[config.mk]
export PLATFORM = sky130hd
export DESIGN_NAME = pdx_config_regs
export DESIGN_NICKNAME = d
export VERILOG_FILES = /design/src/pdx_pkg.sv /design/src/pdx_config_regs.sv /design/src/pdx_reg16.sv
export SDC_FILE = /design/constraint.sdc
export NUM_CORES = 1
export LEC_CHECK = 0
export BUFFER_PORTS_ARGS = -buffer_cell sky130_fd_sc_hd__buf_4
export CAP_MARGIN = 20
export CORE_MARGIN = 4
export CORE_UTILIZATION = 45
export CTS_BUF_LIST = sky130_fd_sc_hd__clkbuf_4 sky130_fd_sc_hd__clkbuf_8
export DETAILED_ROUTE_END_ITERATION = 8
export PLACE_DENSITY_LB_ADDON = 0.25
export SETUP_SLACK_MARGIN = 0.1
export SLEW_MARGIN = 20
export SYNTH_ARGS = -nofsm -noshare
export SYNTH_HDL_FRONTEND = slang
export SYNTH_SLANG_ARGS = --single-unit
[constraint.sdc]
create_clock -name clk -period 1.5 [get_ports clk]
set_input_delay 0.225 -clock clk [delete_from_list [all_inputs] [get_ports clk]]
set_output_delay 0.225 -clock clk [all_outputs]
set_load 0.01 [all_outputs]
[src/pdx_pkg.sv]
package pdx_pkg;
	// Register indices; byte address would be twice these where a 16-bit word bus is used
	localparam logic [11:0] FINE_SWING_ADDR   = 12'h401;
	localparam logic [11:0] COARSE_SWING_ADDR = 12'h402;
	localparam logic [11:0] LINK_VARIANT_ADDR = 12'h432;
	localparam logic [11:0] CLOCK_DELAY_ADDR  = 12'h446;
	localparam logic [11:0] DISCHARGE_ADDR    = 12'h448;
	localparam int          ADDR_W            = 12;
	localparam int          DATA_W            = 16;

	// Reset values of whole registers
	localparam logic [15:0] FINE_SWING_RST    = 16'h000a;
	localparam logic [15:0] COARSE_SWING_RST  = 16'h0383;
	localparam logic [15:0] LINK_VARIANT_RST  = 16'h0000;
	localparam logic [15:0] CLOCK_DELAY_RST   = 16'h0077;
	localparam logic [15:0] DISCHARGE_RST     = 16'h0000;
	localparam logic [15:0] RDATA_IDLE        = 16'h0000; // Read port level between reads

	// Writable bit masks; other bits read back their fixed values
	localparam logic [15:0] FINE_SWING_WMASK   = 16'hffff;
	localparam logic [15:0] COARSE_SWING_WMASK = 16'hffff;
	localparam logic [15:0] LINK_VARIANT_WMASK = 16'h7fff;
	localparam logic [15:0] CLOCK_DELAY_WMASK  = 16'h00ff;

	// Field positions
	localparam int FINE_LSB     = 0;
	localparam int COARSE_LSB   = 0;
	localparam int VARIANT_BIT  = 14;
	localparam int TX_DELAY_LSB = 4;
	localparam int RX_DELAY_LSB = 0;
	localparam int NIBBLE_W     = 4;
	localparam int COARSE_W     = 3;
endpackage

[src/pdx_config_regs.sv]
// Decided for this implementation: strobed register access.
`timescale 1ns/1ps
`default_nettype none
module pdx_config_regs (
	input  wire logic        clk,            // 40 MHz device clock
	input  wire logic        rst_b,          // Async reset, active low
	input  wire logic [11:0] regAddr,        // Register index
	input  wire logic [15:0] regWrData,      // Write data
	input  wire logic        regWr,          // Write strobe
	input  wire logic        regRd,          // Read strobe
	output logic      [15:0] regRdData,      // Read data, cycle after strobe
	output logic      [3:0]  fineSwing,      // Fine driver gain code
	output logic      [2:0]  coarseSwing,    // Coarse driver gain code
	output logic             sixWireLink,    // Six-wire serial link selected
	output logic             recvClockOutEn, // Enable for receive clock pair
	output logic      [3:0]  txDelay,        // Transmit clock delay code
	output logic      [3:0]  rxDelay         // Receive clock delay code
);
	logic [15:0] fineReg;
	logic [15:0] coarseReg;
	logic [15:0] variantReg;
	logic [15:0] delayReg;
	logic [15:0] regRdData_nxt;
	logic [3:0]  fineSwing_nxt;
	logic [2:0]  coarseSwing_nxt;
	logic        sixWireLink_nxt;
	logic        recvClockOutEn_nxt;
	logic [3:0]  txDelay_nxt;
	logic [3:0]  rxDelay_nxt;
	logic        hitFine;
	logic        hitCoarse;
	logic        hitVariant;
	logic        hitDelay;
	logic        hitDischarge;

	// Address decode
	assign hitFine      = regAddr == pdx_pkg::FINE_SWING_ADDR;
	assign hitCoarse    = regAddr == pdx_pkg::COARSE_SWING_ADDR;
	assign hitVariant   = regAddr == pdx_pkg::LINK_VARIANT_ADDR;
	assign hitDelay     = regAddr == pdx_pkg::CLOCK_DELAY_ADDR;
	assign hitDischarge = regAddr == pdx_pkg::DISCHARGE_ADDR;

	// Fine swing register, full word writable
	pdx_reg16 #(.RST_VAL(pdx_pkg::FINE_SWING_RST), .WMASK(pdx_pkg::FINE_SWING_WMASK)) uFine (
		.clk    (clk),
		.rst_b  (rst_b),
		.wrEn   (regWr && hitFine),
		.wrData (regWrData),
		.value  (fineReg)
	);

	// Coarse swing register
	pdx_reg16 #(.RST_VAL(pdx_pkg::COARSE_SWING_RST), .WMASK(pdx_pkg::COARSE_SWING_WMASK)) uCoarse (
		.clk    (clk),
		.rst_b  (rst_b),
		.wrEn   (regWr && hitCoarse),
		.wrData (regWrData),
		.value  (coarseReg)
	);

	// Link variant register, top bit read-only zero
	pdx_reg16 #(.RST_VAL(pdx_pkg::LINK_VARIANT_RST), .WMASK(pdx_pkg::LINK_VARIANT_WMASK)) uVariant (
		.clk    (clk),
		.rst_b  (rst_b),
		.wrEn   (regWr && hitVariant),
		.wrData (regWrData),
		.value  (variantReg)
	);

	// Clock delay register, upper byte read-only zero
	pdx_reg16 #(.RST_VAL(pdx_pkg::CLOCK_DELAY_RST), .WMASK(pdx_pkg::CLOCK_DELAY_WMASK)) uDelay (
		.clk    (clk),
		.rst_b  (rst_b),
		.wrEn   (regWr && hitDelay),
		.wrData (regWrData),
		.value  (delayReg)
	);

	// Read mux; discharge status has no counters here, unmapped reads zero
	// Gated by the strobe so the port sits at zero between reads
	always_comb begin
		regRdData_nxt = pdx_pkg::RDATA_IDLE;
		if (regRd) begin
			if (hitFine) begin
				regRdData_nxt = fineReg;
			end else if (hitCoarse) begin
				regRdData_nxt = coarseReg;
			end else if (hitVariant) begin
				regRdData_nxt = variantReg;
			end else if (hitDelay) begin
				regRdData_nxt = delayReg;
			end else if (hitDischarge) begin
				regRdData_nxt = pdx_pkg::DISCHARGE_RST;
			end
		end
	end

	// Field outputs follow the stored words; the extra stage keeps every output flop-driven
	// at the cost of one more cycle between a write and the pins
	always_comb begin
		fineSwing_nxt      = fineReg[pdx_pkg::FINE_LSB +: pdx_pkg::NIBBLE_W];
		coarseSwing_nxt    = coarseReg[pdx_pkg::COARSE_LSB +: pdx_pkg::COARSE_W];
		sixWireLink_nxt    = variantReg[pdx_pkg::VARIANT_BIT];
		recvClockOutEn_nxt = variantReg[pdx_pkg::VARIANT_BIT];
		txDelay_nxt        = delayReg[pdx_pkg::TX_DELAY_LSB +: pdx_pkg::NIBBLE_W];
		rxDelay_nxt        = delayReg[pdx_pkg::RX_DELAY_LSB +: pdx_pkg::NIBBLE_W];
	end

	// Output registers
	always_ff @(posedge clk or negedge rst_b) begin
		if (!rst_b) begin
			regRdData      <= pdx_pkg::RDATA_IDLE;
			fineSwing      <= pdx_pkg::FINE_SWING_RST[pdx_pkg::FINE_LSB +: pdx_pkg::NIBBLE_W];
			coarseSwing    <= pdx_pkg::COARSE_SWING_RST[pdx_pkg::COARSE_LSB +: pdx_pkg::COARSE_W];
			sixWireLink    <= pdx_pkg::LINK_VARIANT_RST[pdx_pkg::VARIANT_BIT];
			recvClockOutEn <= pdx_pkg::LINK_VARIANT_RST[pdx_pkg::VARIANT_BIT];
			txDelay        <= pdx_pkg::CLOCK_DELAY_RST[pdx_pkg::TX_DELAY_LSB +: pdx_pkg::NIBBLE_W];
			rxDelay        <= pdx_pkg::CLOCK_DELAY_RST[pdx_pkg::RX_DELAY_LSB +: pdx_pkg::NIBBLE_W];
		end else begin
			regRdData      <= regRdData_nxt;
			fineSwing      <= fineSwing_nxt;
			coarseSwing    <= coarseSwing_nxt;
			sixWireLink    <= sixWireLink_nxt;
			recvClockOutEn <= recvClockOutEn_nxt;
			txDelay        <= txDelay_nxt;
			rxDelay        <= rxDelay_nxt;
		end
	end

	// Fields reach their pins two cycles after the write edge
	fine_write_lands_a: assert property (@(posedge clk) disable iff (!rst_b)
		(regWr && hitFine) |->
		##2 fineSwing == $past(regWrData[pdx_pkg::FINE_LSB +: pdx_pkg::NIBBLE_W], 2))
		else $error("fine swing code not taken");
	coarse_write_lands_a: assert property (@(posedge clk) disable iff (!rst_b)
		(regWr && hitCoarse) |->
		##2 coarseSwing == $past(regWrData[pdx_pkg::COARSE_LSB +: pdx_pkg::COARSE_W], 2))
		else $error("coarse swing code not taken");
	variant_pair_tied_a: assert property (@(posedge clk) disable iff (!rst_b)
		sixWireLink == recvClockOutEn)
		else $error("receive clock enable differs from variant");
	variant_write_lands_a: assert property (@(posedge clk) disable iff (!rst_b)
		(regWr && hitVariant) |-> ##2 sixWireLink == $past(regWrData[pdx_pkg::VARIANT_BIT], 2))
		else $error("variant bit not taken");
	tx_delay_lands_a: assert property (@(posedge clk) disable iff (!rst_b)
		(regWr && hitDelay) |->
		##2 txDelay == $past(regWrData[pdx_pkg::TX_DELAY_LSB +: pdx_pkg::NIBBLE_W], 2))
		else $error("transmit delay not taken");
	rx_delay_lands_a: assert property (@(posedge clk) disable iff (!rst_b)
		(regWr && hitDelay) |->
		##2 rxDelay == $past(regWrData[pdx_pkg::RX_DELAY_LSB +: pdx_pkg::NIBBLE_W], 2))
		else $error("receive delay not taken");

	// Without a write two cycles back no field output may move, so a stray decode shows up
	fine_code_holds_a: assert property (@(posedge clk) disable iff (!rst_b)
		!$past(regWr && hitFine, 2) |-> $stable(fineSwing))
		else $error("fine swing code moved without a write");
	coarse_code_holds_a: assert property (@(posedge clk) disable iff (!rst_b)
		!$past(regWr && hitCoarse, 2) |-> $stable(coarseSwing))
		else $error("coarse swing code moved without a write");
	variant_holds_a: assert property (@(posedge clk) disable iff (!rst_b)
		!$past(regWr && hitVariant, 2) |-> $stable(sixWireLink) && $stable(recvClockOutEn))
		else $error("variant outputs moved without a write");
	delay_code_holds_a: assert property (@(posedge clk) disable iff (!rst_b)
		!$past(regWr && hitDelay, 2) |-> $stable(txDelay) && $stable(rxDelay))
		else $error("delay codes moved without a write");

	// Every release of reset leaves the default codes on the pins
	fine_reset_value_a: assert property (@(posedge clk) disable iff (!rst_b)
		$rose(rst_b) |->
		fineSwing == pdx_pkg::FINE_SWING_RST[pdx_pkg::FINE_LSB +: pdx_pkg::NIBBLE_W])
		else $error("fine swing code wrong after reset");
	coarse_reset_value_a: assert property (@(posedge clk) disable iff (!rst_b)
		$rose(rst_b) |->
		coarseSwing == pdx_pkg::COARSE_SWING_RST[pdx_pkg::COARSE_LSB +: pdx_pkg::COARSE_W])
		else $error("coarse swing code wrong after reset");
	variant_reset_value_a: assert property (@(posedge clk) disable iff (!rst_b)
		$rose(rst_b) |->
		sixWireLink == pdx_pkg::LINK_VARIANT_RST[pdx_pkg::VARIANT_BIT])
		else $error("variant bit wrong after reset");
	delay_reset_value_a: assert property (@(posedge clk) disable iff (!rst_b)
		$rose(rst_b) |->
		{txDelay, rxDelay} == pdx_pkg::CLOCK_DELAY_RST[pdx_pkg::RX_DELAY_LSB +: 2 * pdx_pkg::NIBBLE_W])
		else $error("delay codes wrong after reset");

	// Read port
	delay_upper_zero_a: assert property (@(posedge clk) disable iff (!rst_b)
		(regRd && hitDelay) |=>
		(regRdData & ~pdx_pkg::CLOCK_DELAY_WMASK) == (pdx_pkg::CLOCK_DELAY_RST & ~pdx_pkg::CLOCK_DELAY_WMASK))
		else $error("delay reserved byte not zero");
	variant_top_zero_a: assert property (@(posedge clk) disable iff (!rst_b)
		(regRd && hitVariant) |=>
		(regRdData & ~pdx_pkg::LINK_VARIANT_WMASK) == (pdx_pkg::LINK_VARIANT_RST & ~pdx_pkg::LINK_VARIANT_WMASK))
		else $error("variant read-only bit not zero");
	fine_readback_a: assert property (@(posedge clk) disable iff (!rst_b)
		(regWr && hitFine) ##1 (regRd && hitFine && !regWr) |=> regRdData == $past(regWrData, 2))
		else $error("fine readback mismatch");
	coarse_readback_a: assert property (@(posedge clk) disable iff (!rst_b)
		(regWr && hitCoarse) ##1 (regRd && hitCoarse && !regWr) |=> regRdData == $past(regWrData, 2))
		else $error("coarse readback mismatch");
	delay_readback_a: assert property (@(posedge clk) disable iff (!rst_b)
		(regWr && hitDelay) ##1 (regRd && hitDelay && !regWr) |=>
		regRdData == (($past(regWrData, 2) & pdx_pkg::CLOCK_DELAY_WMASK) |
		(pdx_pkg::CLOCK_DELAY_RST & ~pdx_pkg::CLOCK_DELAY_WMASK)))
		else $error("delay readback mismatch");
	unmapped_read_a: assert property (@(posedge clk) disable iff (!rst_b) // Bus contract
		(regRd && !(hitFine || hitCoarse || hitVariant || hitDelay || hitDischarge)) |=>
		regRdData == pdx_pkg::RDATA_IDLE)
		else $error("unmapped read not zero");
	idle_read_zero_a: assert property (@(posedge clk) disable iff (!rst_b) // Bus contract
		(!regRd) |=> regRdData == pdx_pkg::RDATA_IDLE)
		else $error("read data without strobe");

	// Scenarios worth seeing at least once
	write_fine_c: cover property (@(posedge clk) regWr && hitFine);
	six_wire_c: cover property (@(posedge clk) sixWireLink);
	delay_max_c: cover property (@(posedge clk) txDelay == 4'hf && rxDelay == 4'hf);
	coarse_max_c: cover property (@(posedge clk) coarseSwing == 3'h7);
	readback_c: cover property (@(posedge clk) (regWr && hitCoarse) ##1 (regRd && hitCoarse));
endmodule
`default_nettype wire

[src/pdx_reg16.sv]
`timescale 1ns/1ps
`default_nettype none
module pdx_reg16 #(
	parameter logic [15:0] RST_VAL = 16'h0000, // Value after reset
	parameter logic [15:0] WMASK   = 16'hffff  // Writable bits
) (
	input  wire logic        clk,   // Device clock
	input  wire logic        rst_b, // Async reset, active low
	input  wire logic        wrEn,  // Write this register
	input  wire logic [15:0] wrData,// Write data
	output logic      [15:0] value  // Stored value
);
	logic [15:0] value_nxt;

	// Masked update keeps read-only bits at their reset value
	always_comb begin
		value_nxt = value;
		if (wrEn) begin
			value_nxt = (wrData & WMASK) | (RST_VAL & ~WMASK);
		end
	end

	// Storage
	always_ff @(posedge clk or negedge rst_b) begin
		if (!rst_b) begin
			value <= RST_VAL;
		end else begin
			value <= value_nxt;
		end
	end
endmodule
`default_nettype wire

==> results of run 1 <==
layer usage:
| layer | track usage, % | vias to the layer above | share of wire [%] |
|---|---|---|---|
| li1 | - | 1217 | - |
| met5 | 0 | - | 0 |
| met1 | 27.8 | 1372 | 45 |
| met3 | 4.18 | 15 | 5.5 |
| met2 | 28.9 | 91 | 48 |
| met4 | 9.66 | 0 | 2.1 |
final cells by class:
| cell class | instances | area (sq um) |
|---|---|---|
| fillers | 574 | 2770 |
| flip-flops and latches | 87 | 2210 |
| multi-input cells | 164 | 1550 |
| repair buffers | 114 | 1010 |
| clock buffers | 11 | 145 |
| well taps | 102 | 128 |
| clock inverters | 5 | 81.3 |
| inverters | 1 | 3.75 |
flip-flops by register name (all words and copies together) (netlist names):
name            flops
coarseSwing         3
fineSwing           4
recvClockOutEn      1
regRdData          16
rxDelay             4
txDelay             4
uCoarse.value      16
uDelay.value        8
uFine.value        16
uVariant.value     15
what timing repair did:
item,CTS,global route
hold endpoints to repair,64,0
hold buffers,1,0
endpoints found under the setup margin,70,54
gates cloned,1,0
gates resized for setup,19,26
setup buffers,7,2
pin swaps,4,3
stage by stage:
stage,TNS [ns],std cells,hold slack [ns],area (sq um)
2_1_floorplan,-14.45,267,-0.0706,3750
3_3_place_gp,-27.55,458,0.294,4630
4_1_cts,-1.87,483,0.0916,5020
5_1_grt,-3.58,484,0.0900,5120
3_5_place_dp,-29.64,458,0.298,4630
6_report,-2.75,484,0.103,5120
path summary, 6_finish.rpt:
kind / endpoint / depth (start not counted) / from / slack [ns]
min: uFine.value[15]$_DFFE_PN0P_ / 2 / regWrData[15] / 0.10
max: regRdData[0]$_DFF_PN0_ / 6 / regAddr[11] / -0.11
max in group asynchronous: uCoarse.value[7]$_DFFE_PN1P_ / 3 / rst_b / 0.69
max reg2reg: regRdData[1]$_DFF_PN0_ / 4 / uCoarse.value[1]$_DFFE_PN1P_ / 0.29
min reg2reg: txDelay[0]$_DFF_PN1_ / 0 / uDelay.value[4]$_DFFE_PN1P_ / 0.37
min in group asynchronous: uCoarse.value[14]$_DFFE_PN0P_ / 3 / rst_b / 0.43
power by group:
group          internal [mW]  switching, mW  leakage, nW
clock network           1.00          0.811        0.113
logic                  0.140          0.173         1.21
registers               2.36        0.00528         1.13
synth_stat cells (5+ instances only):
cell type | instances | area (sq um)
nor2_1 | 11 | 41.3
o22ai_1 | 5 | 31.3
clkbuf_1 | 10 | 37.5
a2111oi_0 | 6 | 52.6
o21ai_0 | 5 | 25.0
dfrtp_1 | 64 | 1600
nand3b_1 | 8 | 60.1
dfstp_2 | 23 | 604
a21oi_1 | 18 | 90.1
nor4b_1 | 10 | 87.6
mux2_2 | 35 | 394
a221oi_1 | 5 | 43.8
mux2_4 | 20 | 300
nand2_1 | 7 | 26.3
nand3_1 | 5 | 25.0
cell families after synthesis:
logic type             after synthesis  synth area share (%)
AOI/OAI and AO/OA                   44                  7.62
buffers and inverters               16                  2.16
DFF                                 87                  59.4
and+or+nand+nor                     65                  12.1
muxes                               55                  18.7
worst register-to-register path, cell delays in order (launching register included):
cell      delay (ns)
dfstp_2         0.56
nand3b_1        0.08
a21oi_1         0.15
o21ai_1         0.09
a221oi_2        0.23
==> flow_metrics.env, run 1 <==
export IMPL_clk_pin_slew_worst_paths_ns=0.08
export IMPL_wire_per_inst_um=19.2
export IMPL_drtPass1Iterations=4
export IMPL_cp_buffers_inverters=2
export IMPL_globalRouteOverflowTotal=0
export IMPL_drc=0
export IMPL_grt_usage_pct=19.7
export IMPL_antenna_cells=0
export IMPL_port_buffers=64
export IMPL_syn_area_per_cell_sq_um=13.9
export IMPL_crit_fanout=3
export IMPL_async_flop_share_pct=100
export IMPL_final_cell_mix="buf_4, dfrtp_1, mux2_2"
export IMPL_syn_cell_area_sq_mm=0.00371
export IMPL_end_kind="flop"
export IMPL_ys_seq_elements=87
export IMPL_timing_final_crit_share_pct=108
export IMPL_drtAntennaViolNets=0
export IMPL_die_w_um=98.8
export IMPL_setup_slack_ns=-0.113
export IMPL_pre_cts_slack_ns=-0.572
export IMPL_grt_pass1_wl_um=14800
export IMPL_max_stage_delay_ns=0.60
export IMPL_rsz0062_at_grt="true"
export IMPL_ys_flop_type="dfrtp_1"
export IMPL_clock_fmax_mhz=620
export IMPL_cts_tree="built"
export IMPL_slew_headroom_pct=70.0
export IMPL_drive_gt1_share_pct=60.7
export IMPL_numCtsBuffers=9
export IMPL_crit_type="in2reg"
export IMPL_power_density_mw_per_mm2=877
export IMPL_drt_iter0_drc=145
export IMPL_rows=32
export IMPL_start_kind="input pin"
export IMPL_worst_pin_slew_ns=0.447
export IMPL_status="complete, but fails checks"
export IMPL_synth_edf_count=0
export IMPL_num_vias=2695
export IMPL_coreArea_sq_mm=0.00789
export IMPL_crit_slowest_cell="or4_4"
export IMPL_arrival_ns=1.85
export IMPL_maxCapViolCount=0
export IMPL_critPathTopFamily="simple AND/OR/NAND/NOR gates"
export IMPL_htree_num_levels=3
export IMPL_layout_commonest_cell="buf_4"
export IMPL_syn_num_nets=299
export IMPL_viasPerCell=5.57
export IMPL_skew_ns=0.00614
export IMPL_hp_class="in2reg"
export IMPL_crit_required_ns=1.73
export IMPL_die_h_um=98.8
export IMPL_antenna_found_initial=0
export IMPL_num_io_pins=65
export IMPL_finalWeightedCongestion=0.823
export IMPL_syn_to_final_growth_pct=37.9
export IMPL_wirelength_um=9300
export IMPL_final_util_pct=64.9
export IMPL_p_total_mw=4.49
export IMPL_floorplan_die_area_sq_mm=0.00976
export IMPL_setup_violations=40
export IMPL_synthesis_instances=267
export IMPL_grt_pass1_vias=2787
export IMPL_final_max_slew_viol_count=0
export IMPL_crit_chain="buf_6 > or4b_4 > or4_4 > buf_4 > nor2_1 > a21oi_1"
export IMPL_clkSinkCount=87
export IMPL_hold_viol=0
export IMPL_cts_max_path_buffers=2
export IMPL_start_util_pct=47.0
export IMPL_yosys_warnings=0
export IMPL_yosysSeqAreaShare_pct=59.4
export IMPL_violations="negative setup slack"
export IMPL_irDropWorstVdd_mv=0.557
export IMPL_dp_final_hpwl_um=6170
export IMPL_grt_max_degree=88
export IMPL_p_leak_nw=2.45
export IMPL_cts_root_buf="clkbuf_8"
export IMPL_yosysUniqueCellTypes=40
export IMPL_finalNetCount=409
export IMPL_insertion_delay_ns=0.36
export IMPL_finalCriticalPeriod_ns=1.61
Note: power is estimated with default switching activity, not from simulation.
==> run 2: changes to the inputs <==
CORE_UTILIZATION = 55   (was 45)
==> flow_metrics.env, run 2 (synthesis gave the netlist of run 1 again) <==
export IMPL_hold_viol=0
export IMPL_drt_iter0_drc=199
export IMPL_power_density_mw_per_mm2=837
export IMPL_r2r_cells=4
export IMPL_worst_pin_slew_ns=0.439
export IMPL_final_max_slew_viol_count=0
export IMPL_syn_to_final_growth_pct=40.2
export IMPL_die_w_um=90.1
export IMPL_min_from="regWrData[15]"
export IMPL_cts_root_buf="clkbuf_8"
export IMPL_reg2reg_from="uCoarse.value[1]$_DFFE_PN1P_"
export IMPL_dr_wl_met2_um=4980
export IMPL_setup_violations=45
export IMPL_dp_final_hpwl_um=6260
export IMPL_final_util_pct=80.6
export IMPL_arrival_ns=1.84
export IMPL_irDropWorstVdd_mv=0.481
export IMPL_start_util_pct=57.5
export IMPL_crit_slowest_cell="or4_4"
export IMPL_end_kind="flop"
export IMPL_hp_class="in2reg"
export IMPL_floorplan_die_area_sq_mm=0.00813
export IMPL_wl_met1_um=4110
export IMPL_stdcell_count=453
export IMPL_antenna_found_initial=0
export IMPL_wire_per_inst_um=22.3
export IMPL_r2r_setup_slack_ns=0.27
export IMPL_num_vias=2799
export IMPL_clock_fmax_mhz=626
export IMPL_worstHoldPathCells=2
export IMPL_status="complete, but fails checks"
export IMPL_fin_hold_ws_ns=0.108
export IMPL_crit_required_ns=1.74
export IMPL_highest_layer="met4"
export IMPL_clk_pin_slew_worst_paths_ns=0.09
export IMPL_layout_commonest_cell="buf_4"
export IMPL_cts_max_path_buffers=2
export IMPL_critPathTopFamily="simple AND/OR/NAND/NOR gates"
export IMPL_cp_buffers_inverters=2
export IMPL_skew_ns=0.00934
export IMPL_finalNetCount=403
export IMPL_drtAntennaViolNets=0
export IMPL_wl_met3_um=765
export IMPL_numCtsBuffers=9
export IMPL_finalWeightedCongestion=0.825
export IMPL_maxCapViolCount=0
export IMPL_pre_cts_slack_ns=-0.609
export IMPL_drtPass1Iterations=4
export IMPL_largestRegisters="regRdData: 16 flops, uCoarse.value: 16 flops, uFine.value: 16 flops"
export IMPL_num_io_pins=65
export IMPL_crit_chain="buf_6 > or4_4 > nor3_4 > nand3_4 > buf_12 > mux2_4"
export IMPL_drc=0
export IMPL_cts_tree="built"
export IMPL_grt_pass1_vias=2871
export IMPL_crit_fanout=7
export IMPL_globalRouteOverflowTotal=0
export IMPL_grt_pass1_wl_um=15600
export IMPL_r2r_end="regRdData[1]$_DFF_PN0_"
export IMPL_htree_num_levels=3
export IMPL_holdPathEnd="uCoarse.value[15]$_DFFE_PN0P_"
export IMPL_max_stage_delay_ns=0.57
export IMPL_coreArea_sq_mm=0.00646
export IMPL_place_inst=430
export IMPL_grt_max_degree=88
export IMPL_die_h_um=90.1
export IMPL_p_leak_nw=2.45
export IMPL_setup_slack_ns=-0.0968
export IMPL_insertion_delay_ns=0.36
export IMPL_final_cell_mix="buf_4, dfrtp_1, mux2_4"
export IMPL_rsz0062_at_grt="true"
export IMPL_violations="negative setup slack"
export IMPL_wirelength_um=10100
export IMPL_drive_gt1_share_pct=65.7
export IMPL_p_total_mw=4.36
export IMPL_timing_final_crit_share_pct=106
export IMPL_slew_headroom_pct=70.7
export IMPL_antenna_cells=0
export IMPL_viasPerCell=6.18
export IMPL_crit_type="in2reg"
export IMPL_clkSinkCount=87
export IMPL_finalCriticalPeriod_ns=1.60
export IMPL_grt_usage_pct=24.5
export IMPL_start_kind="input pin"
export IMPL_port_buffers=64
export IMPL_rows=29
[run 2: changes by cell type in the layout (fill, tap and decap cells not counted), sizes merged]
cell    change
buf         -7
bufinv      -1
clkbuf      +1
nand3       +1
[run 2: routing by layer]
layer / track usage [%] / vias to the layer above
met5: 0 / -
met1: 32.9 / 1438
li1: - / 1208
met2: 38.5 / 131
met4: 9.31 / 0
met3: 6.26 / 22
[run 2: report_power, final]
part | switching (mW) | internal, mW
logic | 0.186 | 0.138
clock network | 0.821 | 0.848
registers | 0.00601 | 2.36
total | 1.01 | 3.34
[run 2: worst max path at each step]
stage	slack, ns	end	from	depth (start not counted)
final	-0.1	uCoarse.value[14]$_DFFE_PN0P_	regAddr[4]	6
after global routing	-0.12	uCoarse.value[13]$_DFFE_PN0P_	regAddr[4]	6
after CTS	-0.11	uCoarse.value[14]$_DFFE_PN0P_	regAddr[11]	6
after detailed placement	-0.61	regRdData[13]$_DFF_PN0_	regAddr[2]	5
after global placement	-0.51	regRdData[13]$_DFF_PN0_	regAddr[2]	5
after floorplan	-0.39	uFine.value[10]$_DFFE_PN0P_	regAddr[5]	5
[run 2: final cells by class]
type                       count  area, sq um
clock buffer                  12          153
clock inverter                 4         47.5
sequential                    87         2210
inverter                       1         3.75
tap                           77         96.3
fill                         340         1250
multi-input combinational    165         1770
timing repair buffer         107          928
[run 2: metrics by stage]
step / setup TNS (ns) / instance area (sq um)
6_report: -2.45 / 5200
5_1_grt: -3.25 / 5200
4_1_cts: -2.93 / 4950
3_5_place_dp: -28.89 / 4570
3_3_place_gp: -27.11 / 4570
2_1_floorplan: -14.45 / 3750
[run 2: what timing repair did]
item,in CTS,in global routing
setup buffers,3,4
setup endpoints to repair,66,61
hold endpoints to repair,64,0
cloned,1,0
pin swaps,11,16
gates resized for setup,40,54
hold buffers,1,0
